## src/design/adc_seq_pkg.sv

```systemverilog
// Shared constants and types for the converter sequencer.
// Assumes a single 50 MHz core clock feeding every file that imports it.
package adc_seq_pkg;

  // Core clock period in nanoseconds.
  localparam int CORE_CLK_NS = 20;

  // Start request to sample-and-hold delay, in core clock periods.
  localparam int SOC_DELAY_CYC = 3;
  // End of conversion to result load, in core clock periods.
  localparam int EOC_DELAY_CYC = 2;
  // Completion flag to interrupt delay, in core clock periods.
  localparam int IRQ_DELAY_CYC = 2;

  // Sample-and-hold and conversion lengths, in converter clock periods.
  localparam int SH_TICKS = 3;
  localparam int CONV_TICKS = 10;

  // Shortest converter clock period and the divide it needs at least.
  localparam int ADC_CLK_MIN_NS = 50;
  localparam int ADC_DIV_MIN = (ADC_CLK_MIN_NS + CORE_CLK_NS - 1) / CORE_CLK_NS;

  // Shortest whole sequence, from start to result load.
  localparam int SEQ_MIN_NS = 900;
  localparam int SEQ_MIN_CYC = (SEQ_MIN_NS + CORE_CLK_NS - 1) / CORE_CLK_NS;

  // Analog settling after power-up, kept by the controlling software.
  localparam int SETTLE_US = 10;

  // Widths of the result, channel number and prescaler setting.
  localparam int RESULT_W = 10;
  localparam int CHAN_W = 3;
  localparam int PRESCALE_W = 4;
  localparam int CNT_W = 8;

  // Sequencer states.
  typedef enum logic [2:0] {
    ST_IDLE = 3'h0,
    ST_START_DLY = 3'h1,
    ST_SAMPLE = 3'h2,
    ST_CONVERT = 3'h3,
    ST_EOC_DLY = 3'h4
  } seq_state_t;

  // One entry written into the result FIFO.
  typedef struct packed {
    logic [CHAN_W-1:0] channel;
    logic [RESULT_W-1:0] result;
  } fifo_entry_t;

endpackage : adc_seq_pkg

```

## src/design/adc_clk_prescaler.sv

```systemverilog
// Prescaler that turns the core clock into converter clock ticks.
// Assumes run is held high for the whole sample and conversion span.
`timescale 1ns/1ps
module adc_clk_prescaler
  import adc_seq_pkg::*;
(
  input wire logic core_clk,
  input wire logic rst_n,
  input wire logic run,
  input wire logic [adc_seq_pkg::PRESCALE_W-1:0] prescale,
  output logic tick
);

  import adc_seq_pkg::*;

  logic [PRESCALE_W:0] div_cnt_r;
  logic [PRESCALE_W:0] div_cnt_nxt;
  logic [PRESCALE_W:0] div_eff;

  // Clamp the divide so a converter period is never shorter than allowed.
  function automatic logic [PRESCALE_W:0] clamp_div(
    input logic [PRESCALE_W-1:0] p);
    logic [PRESCALE_W:0] d;
    d = {1'b0, p} + (PRESCALE_W+1)'(1);
    if (d < (PRESCALE_W+1)'(ADC_DIV_MIN)) begin
      d = (PRESCALE_W+1)'(ADC_DIV_MIN);
    end
    return d;
  endfunction : clamp_div

  // The count restarts whenever run drops so each phase sees whole periods.
  always_comb begin
    div_eff = clamp_div(prescale);
    tick = run && (div_cnt_r == div_eff - (PRESCALE_W+1)'(1));
    if (!run || tick) begin
      div_cnt_nxt = '0;
    end else begin
      div_cnt_nxt = div_cnt_r + (PRESCALE_W+1)'(1);
    end
  end

  // Registers the divide counter.
  always_ff @(posedge core_clk or negedge rst_n) begin
    if (!rst_n) begin
      div_cnt_r <= '0;
    end else begin
      div_cnt_r <= div_cnt_nxt;
    end
  end

endmodule : adc_clk_prescaler

```

## src/design/adc_conversion_sequencer.sv

```systemverilog
// Start, sample-and-hold, conversion and result load sequencing.
// Assumes the analog core presents its result on adc_raw_data by the last
// conversion cycle and that all inputs are synchronous to core_clk.
`timescale 1ns/1ps
// Function
// - Any of four start sources begins a sequence.
// - Sample-and-hold starts at least three core periods after start.
// - Sample-and-hold lasts at least three converter periods.
// - Conversion lasts at least ten converter periods.
// - Result enters the FIFO two core periods after conversion ends.
// - Interrupt follows a rise of the completion flag by two core periods; none if the flag stays set.
// - Whole sequence takes at least 900 ns.
// - Every result is 10 bits wide.
// - One of eight input channels is selected per conversion.
module adc_conversion_sequencer
  import adc_seq_pkg::*;
(
  input wire logic core_clk,
  input wire logic rst_n,
  input wire logic immediate_start_bit,
  input wire logic start_conversion_request,
  input wire logic ext_start_pin,
  input wire logic event_manager_start,
  input wire logic [adc_seq_pkg::CHAN_W-1:0] channel_select,
  input wire logic [adc_seq_pkg::PRESCALE_W-1:0] prescale,
  input wire logic [adc_seq_pkg::RESULT_W-1:0] adc_raw_data,
  input wire logic flag_clear,
  output logic [adc_seq_pkg::CHAN_W-1:0] analog_channel_sel,
  output logic sample_hold_active,
  output logic convert_active,
  output logic busy,
  output logic fifo_wr_valid,
  output adc_seq_pkg::fifo_entry_t fifo_wr_data,
  output logic completion_flag,
  output logic conversion_interrupt
);

  import adc_seq_pkg::*;

  seq_state_t state_r;
  seq_state_t state_nxt;
  logic [CNT_W-1:0] phase_cnt_r;
  logic [CNT_W-1:0] phase_cnt_nxt;
  logic [CNT_W-1:0] total_cnt_r;
  logic [CNT_W-1:0] total_cnt_nxt;
  logic [CHAN_W-1:0] chan_r;
  logic [CHAN_W-1:0] chan_nxt;
  logic [RESULT_W-1:0] result_r;
  logic [RESULT_W-1:0] result_nxt;
  logic fifo_valid_r;
  logic fifo_valid_nxt;
  fifo_entry_t fifo_data_r;
  fifo_entry_t fifo_data_nxt;
  logic flag_r;
  logic flag_nxt;
  logic flag_rise_r;
  logic flag_rise_nxt;
  logic [IRQ_DELAY_CYC-1:0] irq_pipe_r;
  logic [IRQ_DELAY_CYC-1:0] irq_pipe_nxt;
  logic start_any;
  logic tick;
  logic conv_span_ok;

  // Converter clock ticks run only during sample-and-hold and conversion.
  adc_clk_prescaler u_prescaler (
    .core_clk(core_clk),
    .rst_n(rst_n),
    .run((state_r == ST_SAMPLE) || (state_r == ST_CONVERT)),
    .prescale(prescale),
    .tick(tick)
  );

  // Any of the four sources counts as a start request.
  assign start_any = immediate_start_bit || start_conversion_request ||
                     ext_start_pin || event_manager_start;

  // Conversion may end only once the whole span reaches its minimum.
  assign conv_span_ok = total_cnt_r >=
    CNT_W'(SEQ_MIN_CYC - EOC_DELAY_CYC);

  // Next-state logic for the sequencer and its captured data.
  always_comb begin
    state_nxt = state_r;
    phase_cnt_nxt = phase_cnt_r;
    total_cnt_nxt = total_cnt_r + CNT_W'(1);
    chan_nxt = chan_r;
    result_nxt = result_r;
    fifo_valid_nxt = 1'b0;
    fifo_data_nxt = fifo_data_r;
    unique case (state_r)
      ST_IDLE: begin
        total_cnt_nxt = '0;
        if (start_any) begin
          state_nxt = ST_START_DLY;
          phase_cnt_nxt = '0;
          total_cnt_nxt = CNT_W'(1);
          chan_nxt = channel_select;
        end
      end
      ST_START_DLY: begin
        phase_cnt_nxt = phase_cnt_r + CNT_W'(1);
        if (phase_cnt_r == CNT_W'(SOC_DELAY_CYC - 1)) begin
          state_nxt = ST_SAMPLE;
          phase_cnt_nxt = '0;
        end
      end
      ST_SAMPLE: begin
        if (tick) begin
          phase_cnt_nxt = phase_cnt_r + CNT_W'(1);
          if (phase_cnt_r == CNT_W'(SH_TICKS - 1)) begin
            state_nxt = ST_CONVERT;
            phase_cnt_nxt = '0;
          end
        end
      end
      ST_CONVERT: begin
        if (tick && phase_cnt_r < CNT_W'(CONV_TICKS)) begin
          phase_cnt_nxt = phase_cnt_r + CNT_W'(1);
        end
        if (phase_cnt_r >= CNT_W'(CONV_TICKS) && conv_span_ok) begin
          state_nxt = ST_EOC_DLY;
          phase_cnt_nxt = '0;
          result_nxt = adc_raw_data;
        end
      end
      ST_EOC_DLY: begin
        phase_cnt_nxt = phase_cnt_r + CNT_W'(1);
        if (phase_cnt_r == CNT_W'(EOC_DELAY_CYC - 2)) begin
          state_nxt = ST_IDLE;
          fifo_valid_nxt = 1'b1;
          fifo_data_nxt.channel = chan_r;
          fifo_data_nxt.result = result_r;
        end
      end
      default: begin
        state_nxt = ST_IDLE;
        phase_cnt_nxt = '0;
      end
    endcase
  end

  // Flag sets with the FIFO write; a set in the clearing cycle wins.
  // The rise is registered first so the interrupt trails the visible flag.
  always_comb begin
    flag_nxt = flag_r;
    if (flag_clear) begin
      flag_nxt = 1'b0;
    end
    if (fifo_valid_nxt) begin
      flag_nxt = 1'b1;
    end
    flag_rise_nxt = flag_nxt && !flag_r;
    irq_pipe_nxt = {irq_pipe_r[IRQ_DELAY_CYC-2:0], flag_rise_r};
  end

  // Registers all sequencer state.
  always_ff @(posedge core_clk or negedge rst_n) begin
    if (!rst_n) begin
      state_r <= ST_IDLE;
      phase_cnt_r <= '0;
      total_cnt_r <= '0;
      chan_r <= '0;
      result_r <= '0;
      fifo_valid_r <= 1'b0;
      fifo_data_r <= '0;
      flag_r <= 1'b0;
      flag_rise_r <= 1'b0;
      irq_pipe_r <= '0;
    end else begin
      state_r <= state_nxt;
      phase_cnt_r <= phase_cnt_nxt;
      total_cnt_r <= total_cnt_nxt;
      chan_r <= chan_nxt;
      result_r <= result_nxt;
      fifo_valid_r <= fifo_valid_nxt;
      fifo_data_r <= fifo_data_nxt;
      flag_r <= flag_nxt;
      flag_rise_r <= flag_rise_nxt;
      irq_pipe_r <= irq_pipe_nxt;
    end
  end

  // Outputs come straight from registers or from decoded state.
  assign analog_channel_sel = chan_r;
  assign sample_hold_active = (state_r == ST_SAMPLE);
  assign convert_active = (state_r == ST_CONVERT);
  assign busy = (state_r != ST_IDLE);
  assign fifo_wr_valid = fifo_valid_r;
  assign fifo_wr_data = fifo_data_r;
  assign completion_flag = flag_r;
  assign conversion_interrupt = irq_pipe_r[IRQ_DELAY_CYC-1];

  // Helper counters: cycles spent in the current phase and since start.
  logic [CNT_W-1:0] chk_phase_r;
  logic [CNT_W-1:0] chk_span_r;
  always_ff @(posedge core_clk or negedge rst_n) begin
    if (!rst_n) begin
      chk_phase_r <= '0;
      chk_span_r <= '0;
    end else begin
      chk_phase_r <= (state_nxt != state_r) ? '0 : chk_phase_r + CNT_W'(1);
      chk_span_r <= (state_r == ST_IDLE) ? '0 : chk_span_r + CNT_W'(1);
    end
  end

  property p_start_delay;
    @(posedge core_clk) disable iff (!rst_n)
    (state_r == ST_IDLE && start_any) |=>
      (state_r == ST_START_DLY) [*3] ##1 (state_r == ST_SAMPLE);
  endproperty
  a_start_delay: assert property (p_start_delay)
    else $error("Sample phase did not follow start after three cycles.");

  property p_sample_len;
    @(posedge core_clk) disable iff (!rst_n)
    (state_r == ST_SAMPLE && state_nxt == ST_CONVERT) |->
      chk_phase_r >= CNT_W'(SH_TICKS * ADC_DIV_MIN - 1);
  endproperty
  a_sample_len: assert property (p_sample_len)
    else $error("Sample-and-hold phase was too short.");

  property p_convert_len;
    @(posedge core_clk) disable iff (!rst_n)
    (state_r == ST_CONVERT && state_nxt == ST_EOC_DLY) |->
      chk_phase_r >= CNT_W'(CONV_TICKS * ADC_DIV_MIN - 1);
  endproperty
  a_convert_len: assert property (p_convert_len)
    else $error("Conversion phase was too short.");

  property p_eoc_load;
    @(posedge core_clk) disable iff (!rst_n)
    (state_r == ST_CONVERT && state_nxt == ST_EOC_DLY) |->
      ##1 !fifo_valid_r ##1 fifo_valid_r;
  endproperty
  a_eoc_load: assert property (p_eoc_load)
    else $error("Result not loaded two cycles after conversion end.");

  property p_irq_delay;
    @(posedge core_clk) disable iff (!rst_n)
    $rose(flag_r) |-> !conversion_interrupt ##2 conversion_interrupt;
  endproperty
  a_irq_delay: assert property (p_irq_delay)
    else $error("Interrupt did not follow the flag by two cycles.");

  property p_total_span;
    @(posedge core_clk) disable iff (!rst_n)
    (state_r == ST_EOC_DLY && state_nxt == ST_IDLE) |->
      chk_span_r >= CNT_W'(SEQ_MIN_CYC - 2);
  endproperty
  a_total_span: assert property (p_total_span)
    else $error("Whole sequence was shorter than its minimum.");

  property p_result;
    @(posedge core_clk) disable iff (!rst_n)
    (state_r == ST_CONVERT && state_nxt == ST_EOC_DLY) |->
      ##2 (fifo_wr_data.result == $past(adc_raw_data, 2));
  endproperty
  a_result: assert property (p_result)
    else $error("Loaded result differs from the converted value.");

  property p_channel;
    @(posedge core_clk) disable iff (!rst_n)
    (state_r == ST_IDLE && start_any) |=>
      (analog_channel_sel == $past(channel_select)) && busy;
  endproperty
  a_channel: assert property (p_channel)
    else $error("Selected channel was not taken at start.");

  property p_flag_with_load;
    @(posedge core_clk) disable iff (!rst_n)
    fifo_valid_r |-> flag_r;
  endproperty
  a_flag_with_load: assert property (p_flag_with_load)
    else $error("Completion flag not set with the FIFO write.");

  property p_ignore_start;
    @(posedge core_clk) disable iff (!rst_n)
    (state_r == ST_SAMPLE && start_any) |=>
      (state_r == ST_SAMPLE || state_r == ST_CONVERT) &&
      $stable(analog_channel_sel);
  endproperty
  a_ignore_start: assert property (p_ignore_start)
    else $error("Start request disturbed a running sequence.");

endmodule : adc_conversion_sequencer

```

## config.mk

```make
export PLATFORM = sky130hd
export DESIGN_NAME = adc_conversion_sequencer
export DESIGN_NICKNAME = d
export VERILOG_FILES = /design/src/design/adc_seq_pkg.sv /design/src/design/adc_clk_prescaler.sv /design/src/design/adc_conversion_sequencer.sv
export SDC_FILE = /design/constraint.sdc
export NUM_CORES = 1
export LEC_CHECK = 0
export ABC_CLOCK_PERIOD_IN_PS = 2160
export BUFFER_PORTS_ARGS = -buffer_cell sky130_fd_sc_hd__buf_2
export CORE_UTILIZATION = 35
export DETAILED_ROUTE_END_ITERATION = 10
export PLACE_DENSITY_LB_ADDON = 0.12
export SYNTH_ARGS = -nofsm -noshare
export SYNTH_HDL_FRONTEND = slang
export SYNTH_SLANG_ARGS = --single-unit
```

## constraint.sdc

```tcl
create_clock -name core_clk -period 2.16 [get_ports core_clk]
set_clock_uncertainty 0.2 [all_clocks]
set_input_delay 0.324 -clock core_clk [delete_from_list [all_inputs] [get_ports core_clk]]
set_output_delay 0.324 -clock core_clk [all_outputs]
set_load 0.02 [all_outputs]
```

# After elaboration in Yosys (flattened, before gate mapping)
# Index checks and enable logic that the tools add are counted.
[totals]
rom_bits = 0
wordCells = 74
mem_count = 0
input_bits = 24
mem_bits_rw = 0
latch_bits = 0
out_inout_bits = 22
reg_bits = 55
[op_classes]
shift = 0
n_div = 0
bitwise_logic = 0
n_mul = 0
n_eq_ne = 13
order_cmp = 4
addsub = 5
reduce_logical = 19
muxes = 21
[op_table]
columns = ["op", "n"]
rows = [
  ["$mux W8", 6],
  ["$pmux W8 S5", 1],
  ["$mux W3", 6],
  ["$add A8 B1 Y8 const B", 2],
  ["$pmux W3 S5", 1],
  ["$mux W5", 2],
  ["$eq A8 B2 Y1 const B", 1],
  ["$ge A8 B4 Y1 const B", 1],
  ["$ge A8 B6 Y1 const B", 1],
  ["$logic_not A8 Y1", 1],
  ["$lt A8 B4 Y1 const B", 1],
  ["$eq A3 B2 Y1 const B", 2],
  ["$ne A2 B1 Y1 const B", 3],
  ["$ne A2 B2 Y1 const B", 3],
  ["$reduce_and A2 Y1", 3],
  ["$reduce_and A6 Y1", 1],
  ["$add A4 B1 Y5 const B", 1],
  ["$add A5 B1 Y5 const B", 1],
  ["$eq A5 B5 Y1", 1],
  ["$logic_or A1 B1 Y1", 5],
  ["$lt A5 B2 Y1 const B", 1],
  ["$mux W1", 5],
  ["$sub A5 B1 Y5 const B", 1],
  ["$logic_and A1 B1 Y1", 4],
  ["other kinds (7)", 8],
]

# Longest topological paths before layout
[depth]
word_depth = 10
ltp_mapped = 13
mapped_depth_nobuf = 12

# By module
# Synthesis repeated with hierarchy kept, for this count alone.
[hier_totals]
hier_cells = 226
hier_area_um2 = 2678.8
[modules_own_cells]
columns = ["module", "area_each_um2", "cells_per_inst", "n_inst", "seq_area_each_um2"]
rows = [
  ["adc_conversion_sequencer", 2239.6, 177, 1, 1251.2],
  ["adc_clk_prescaler", 439.2, 49, 1, 125.1],
]

# Worst setup path after synthesis
# OpenSTA, ideal clock, no wires.
[synth_timing]
path_kind = "input-to-reg"
start = "in prescale[0] (netlist name)"
end = "reg phase_cnt_r[1]"
required_ns = 1.881
setup_time_ns = 0.079
setup_slack_ns = -0.922
path_stages = 12
arrival_time_ns = 2.803
n_path_buf = 1
cell_sequence = "ha_1 or2_2 o221ai_1 inv_1 ha_1 and3_1 o32a_1 xnor2_2 nor4bb_1 a22o_1 buf_2 mux2i_1"
[synth_between]
elab_chain_cells = 9
elab_cells_between_ends = 10
classes_between = "add/sub: 2; order compare: 1; eq/ne: 3; mux: 1; reduce/logical: 3"
[synth_rtl]
columns = ["item", "line", "source"]
rows = [
  ["from (decl)", "adc_conversion_sequencer.sv:25", "input wire logic [adc_seq_pkg::PRESCALE_W-1:0] prescale,"],
  ["$add A4 B1 Y5 (*)", "adc_clk_prescaler.sv:24", "d = {1'b0, p} + (PRESCALE_W+1)'(1);"],
  ["$lt A5 B2 Y1", "adc_clk_prescaler.sv:25", "if (d < (PRESCALE_W+1)'(ADC_DIV_MIN)) begin"],
  ["$mux W5 (*)", "adc_clk_prescaler.sv:25", ""],
  ["$sub A5 B1 Y5 (*)", "adc_clk_prescaler.sv:34", "tick = run && (div_cnt_r == div_eff - (PRESCALE_W+1)'(1));"],
  ["$eq A5 B5 Y1 (*)", "adc_clk_prescaler.sv:34", ""],
  ["$logic_and A1 B1 Y1 (*)", "adc_clk_prescaler.sv:34", ""],
  ["$logic_and A1 B1 Y1", "adc_conversion_sequencer.sv:117", "if (tick && phase_cnt_r < CNT_W'(CONV_TICKS)) begin"],
  ["$ne A3 B1 Y1 (no line)", "-", ""],
  ["$reduce_and A3 Y1 (no line) (*)", "-", ""],
  ["to (signal assigned)", "adc_conversion_sequencer.sv:171", "phase_cnt_r <= phase_cnt_nxt;"],
  ["to (decl)", "adc_conversion_sequencer.sv:42", "logic [CNT_W-1:0] phase_cnt_r;"],
]
# Every way passes the cells marked *; elsewhere a longest branch is shown, timed or not.
# A chain may end at the register's enable or synchronous reset.

# Worst setup path after layout
[layout_timing]
start = "in prescale[1] (netlist name)"
end = "reg u_prescaler.div_cnt_r[4]"
[layout_between]
elab_chain_cells = 8
[layout_rtl]
columns = ["item", "line", "source"]
rows = [
  ["$add A4 B1 Y5 (*)", "adc_clk_prescaler.sv:24", ""],
  ["$lt A5 B2 Y1", "adc_clk_prescaler.sv:25", ""],
  ["$mux W5 (*)", "adc_clk_prescaler.sv:25", ""],
  ["$sub A5 B1 Y5 (*)", "adc_clk_prescaler.sv:34", ""],
  ["$eq A5 B5 Y1 (*)", "adc_clk_prescaler.sv:34", ""],
  ["$logic_and A1 B1 Y1 (*)", "adc_clk_prescaler.sv:34", ""],
  ["$logic_or A1 B1 Y1 (*)", "adc_clk_prescaler.sv:35", "if (!run || tick) begin"],
  ["$mux W5 (*)", "adc_clk_prescaler.sv:35", ""],
  ["named net u_prescaler.div_cnt_nxt[4]", "adc_clk_prescaler.sv:17", "logic [PRESCALE_W:0] div_cnt_nxt;"],
  ["to (signal assigned)", "adc_clk_prescaler.sv:47", "div_cnt_r <= div_cnt_nxt;"],
  ["to (decl)", "adc_clk_prescaler.sv:16", "logic [PRESCALE_W:0] div_cnt_r;"],
]
# The timed path passes the listed nets; every way through them passes the cells marked *.

==> results.tsv <==
stage	metric	value	unit
status	outcome	finished with violations	
status	failing checks	setup timing	
layout	Util after Layout	0.483	
setup_path	Crit path arrival time	2670	ps
synthesis	Mapped Nets	311	
place	routability-driven placement congestion ratio	0.855	
layout	Design Area, Final	3730	µm²
synthesis	Post-Synthesis Cell Area	2780	µm²
global_routing	GR Util met2	0.262	
setup_path	FF-to-FF Start	phase_cnt_r[1]$_DFFE_PN0P_	
setup_path	R2R setup slack	-10	ps
sta	relative slew slack	0.662	
floorplanning	die area	8310	µm²
synthesis	Yosys Warn Count	0	
setup_path	critical path type	in2reg	
synthesis	Cells after Synth	280	
global_routing	initial antenna violation count	0	
global_routing	GR peak layer	met2	
routing	remaining antenna violation count after routing	0	
synthesis	ys async rst share	1.00	
global_routing	global routing usage on met1	0.215	
clock_network	root buffer cell	clkbuf_8	
floorplanning	Initial Utilization	0.360	
clock_network	clk sink count	55	
synthesis	Post-synth EDFFs	0	
synthesis	dominant cells by area after synthesis	dfrtp_1, nand2_1, mux2_2, ha_1, xnor2_1	
sta	Slew @ Worst Pin	507	ps
sta	final worst slack	-450	ps
clock_network	TritonCTS Buffers	5	
layout	nets@finish	404	
setup_path	Bufs and invs on worst path	3	
floorplanning	number of cell rows	32	
clock_network	Max Buffers Root-to-Sink	2	
synthesis	area leader, netlist	dfrtp_1	
place	Port Buf Inserts	45	
global_routing	gr ovfl total	0	
clock_network	htree depth	2	
floorplanning	Die Width	91.2	µm
sta	final setup fails	18	
routing	Via density	4.85	
worst_hold_path	Worst Hold End	result_r[7]$_DFFE_PN0P_	
synthesis	sequential cell area fraction in the yosys report	0.494	
place	placed cell areas	3430	µm²
setup_path	Crit path max-delay family	simple AND/OR/NAND/NOR gates	
power	total power draw	4.67	mW
power	PwrDens	1250	nW/µm²
routing	Initial DRC Count	69	
layout	Area Overhead vs Synth	33.9	%
setup_path	reg2reg end	result_r[6]$_DFFE_PN0P_	
sta	Final min period	2610	ps
global_routing	vias in the first global route	2282	
routing	TritonRoute pass-1 iters	4	
clock_network	TritonCTS clock tree	yes	
floorplanning	die height	91.2	µm
routing	Via Count	2307	
layout	diodes inserted	0	
setup_path	CP max FO	5	
synthesis	#FFs+latches synth	55	
global_routing	met3 GRT Util	0.0385	
place	DP HPWL	4390	µm
worst_hold_path	HP Start	adc_raw_data[7]	
floorplanning	num ports	46	
worst_hold_path	hold path cells	2	
routing	DRC	0	
sta	max-slew violations	0	
global_routing	GRT Total Usage	0.163	
power	Leak	1.80	nW
setup_path	Critical Path End Type	register	
synthesis	main flop type after synthesis	dfrtp_1	
synthesis	syn_area_per_cell	9.94	µm²
worst_hold_path	HP Class	in2reg	
global_routing	largest net degree at the start of global routing	37	
clock_network	clk slew on worst S/H paths	120	ps
setup_path	Critical-path top delay cell	or3b_4	
setup_path	slowest stage delay, CP	420	ps
synthesis	count leader, synth	dfrtp_1	
sta	final hold vios	0	
sta	Max Fclk	0.383	GHz
sta	RSZ-0062 raised after global routing	yes	
synthesis	post-synth cell types	48	
clock_network	clock latency on the worst-skew pair	330	ps
setup_path	sequence of cells on the critical path	buf_8 -> ha_4 -> or2_4 -> o221ai_2 -> inv_1 -> ha_2 -> and3_1 -> o32a_1 -> xnor2_2 -> nor4_4 -> buf_4 -> or3b_4 -> nor2_1	
setup_path	WP data required	2220	ps
flow_run	Max Cap Viol	0	
power	maximum vdd drop	0.767	mV
routing	final wirelength	6260	µm
routing	routed length per instance	13.2	µm
floorplanning	CORE AREA	7730	µm²
sta	period utilization	1.21	
synthesis	Commonest cells post-synth	dfrtp_1, nand2_1, nor2_1	
setup_path	crit start category	primary input	
setup_path	Worst R2R Path Depth	8	
synthesis	top-area cell type share of the netlist area	0.494	
global_routing	global-route wire length before repair	10700	µm
layout	fraction of layout cells with a size suffix above 1	0.364	
## sequential cells by signal, indices dropped and copies added, names as in the netlist
signal / flops
fifo_wr_data: 13
result_r: 10
phase_cnt_r: 8
total_cnt_r: 8
u_prescaler.div_cnt_r: 5
analog_channel_sel: 3
state_r: 3
irq_pipe_r: 2
completion_flag: 1
fifo_wr_valid: 1
flag_rise_r: 1
## through the flow
step	instances	hold WS (ps)	worst slack (ps)	TNS (ps)
final	476	19.2	-450	-5760
after detailed placement	456	135	-913	-11610
after global placement	456	127	-822	-10740
after global routing	476	0.0130	-556	-8020
after CTS	471	7.68	-495	-6630
after floorplan	280	-172	-632	-8370
## cell type report
type | count | area [µm²]
Fill cell | 765 | 4000
Sequential cell | 55 | 1380
Multi-Input combinational cell | 199 | 1380
Timing Repair Buffer | 96 | 691
Tap cell | 102 | 128
Clock buffer | 5 | 68.8
Inverter | 16 | 60.1
Clock inverter | 3 | 28.8
## logic make-up (layout without fill, tap and decap cells)
kind of cell / count (synthesis) / in the layout / share of synthesized area
flip-flops: 55 / 55 / 0.494
AO/OA/AOI/OAI: 36 / 36 / 0.0948
XOR/XNOR: 18 / 18 / 0.0593
multiplexers: 14 / 14 / 0.0562
AND/OR/NAND/NOR: 124 / 124 / 0.224
adder cells (fa/ha/maj): 7 / 7 / 0.0315
buffers and inverters: 26 / 120 / 0.0396
## per-layer routing
metal	up-vias	share of wire
met1	1106	0.47
met3	8	0.038
met2	37	0.48
met4	0	0.014
met5	-	0
li1	1156	-
## report_power, final
group	internal (mW)	switching, mW	leakage, nW
logic	1.11	1.28	1.03
registers	1.40	0.246	0.713
clock network	0.246	0.391	0.0511
total	2.75	1.91	1.80
## cell usage in the layout (no fill, tap or decap), types with 2 or more instances in the layout
cell type | netlist | routed
nand4_1 | 5 | 5
nor4_4 | 2 | 2
clkbuf_8 | 0 | 5
buf_2 | 6 | 43
nor3_1 | 6 | 6
and3_1 | 2 | 2
or3_1 | 2 | 2
o21ai_0 | 3 | 3
xor2_1 | 7 | 7
xnor2_2 | 1 | 2
buf_12 | 0 | 2
inv_6 | 0 | 2
o221ai_1 | 6 | 3
dlygate4sd3_1 | 0 | 5
mux2_2 | 13 | 13
buf_4 | 1 | 40
buf_6 | 0 | 4
a31oi_1 | 5 | 5
and2_1 | 3 | 3
o211ai_1 | 4 | 4
nand3_1 | 14 | 14
and4_1 | 2 | 2
ha_1 | 7 | 4
nor2_2 | 0 | 3
a21oi_1 | 5 | 5
nand3b_1 | 2 | 2
inv_1 | 16 | 15
nor2_1 | 20 | 16
a21oi_2 | 2 | 2
o221ai_2 | 0 | 3
nand2_1 | 52 | 51
ha_2 | 0 | 2
dfrtp_1 | 55 | 55
nand2b_1 | 5 | 5
xnor2_1 | 10 | 9
## timing repair
action                                 4_1_cts  5_1_grt
buffers inserted                             5        1
hold buffers                                 2        3
pin swaps                                   11       10
cloned                                       0        1
endpoints found under the hold margin       20        3
setup endpoints to repair                   24       24
resized for setup                            9       12
## worst max path at each step
stage	slack, ps	from	cells after the start	to
2_1_floorplan	-630	prescale[0]	12	phase_cnt_r[1]$_DFFE_PN0P_
3_3_place_gp	-820	prescale[0]	13	phase_cnt_r[4]$_DFFE_PN0P_
3_5_place_dp	-910	prescale[0]	13	phase_cnt_r[4]$_DFFE_PN0P_
4_1_cts	-500	prescale[1]	13	u_prescaler.div_cnt_r[2]$_DFF_PN0_
5_1_grt	-560	prescale[1]	13	phase_cnt_r[1]$_DFFE_PN0P_
6_report	-450	prescale[1]	13	u_prescaler.div_cnt_r[4]$_DFF_PN0_
Power figures use the tool's default switching activity.
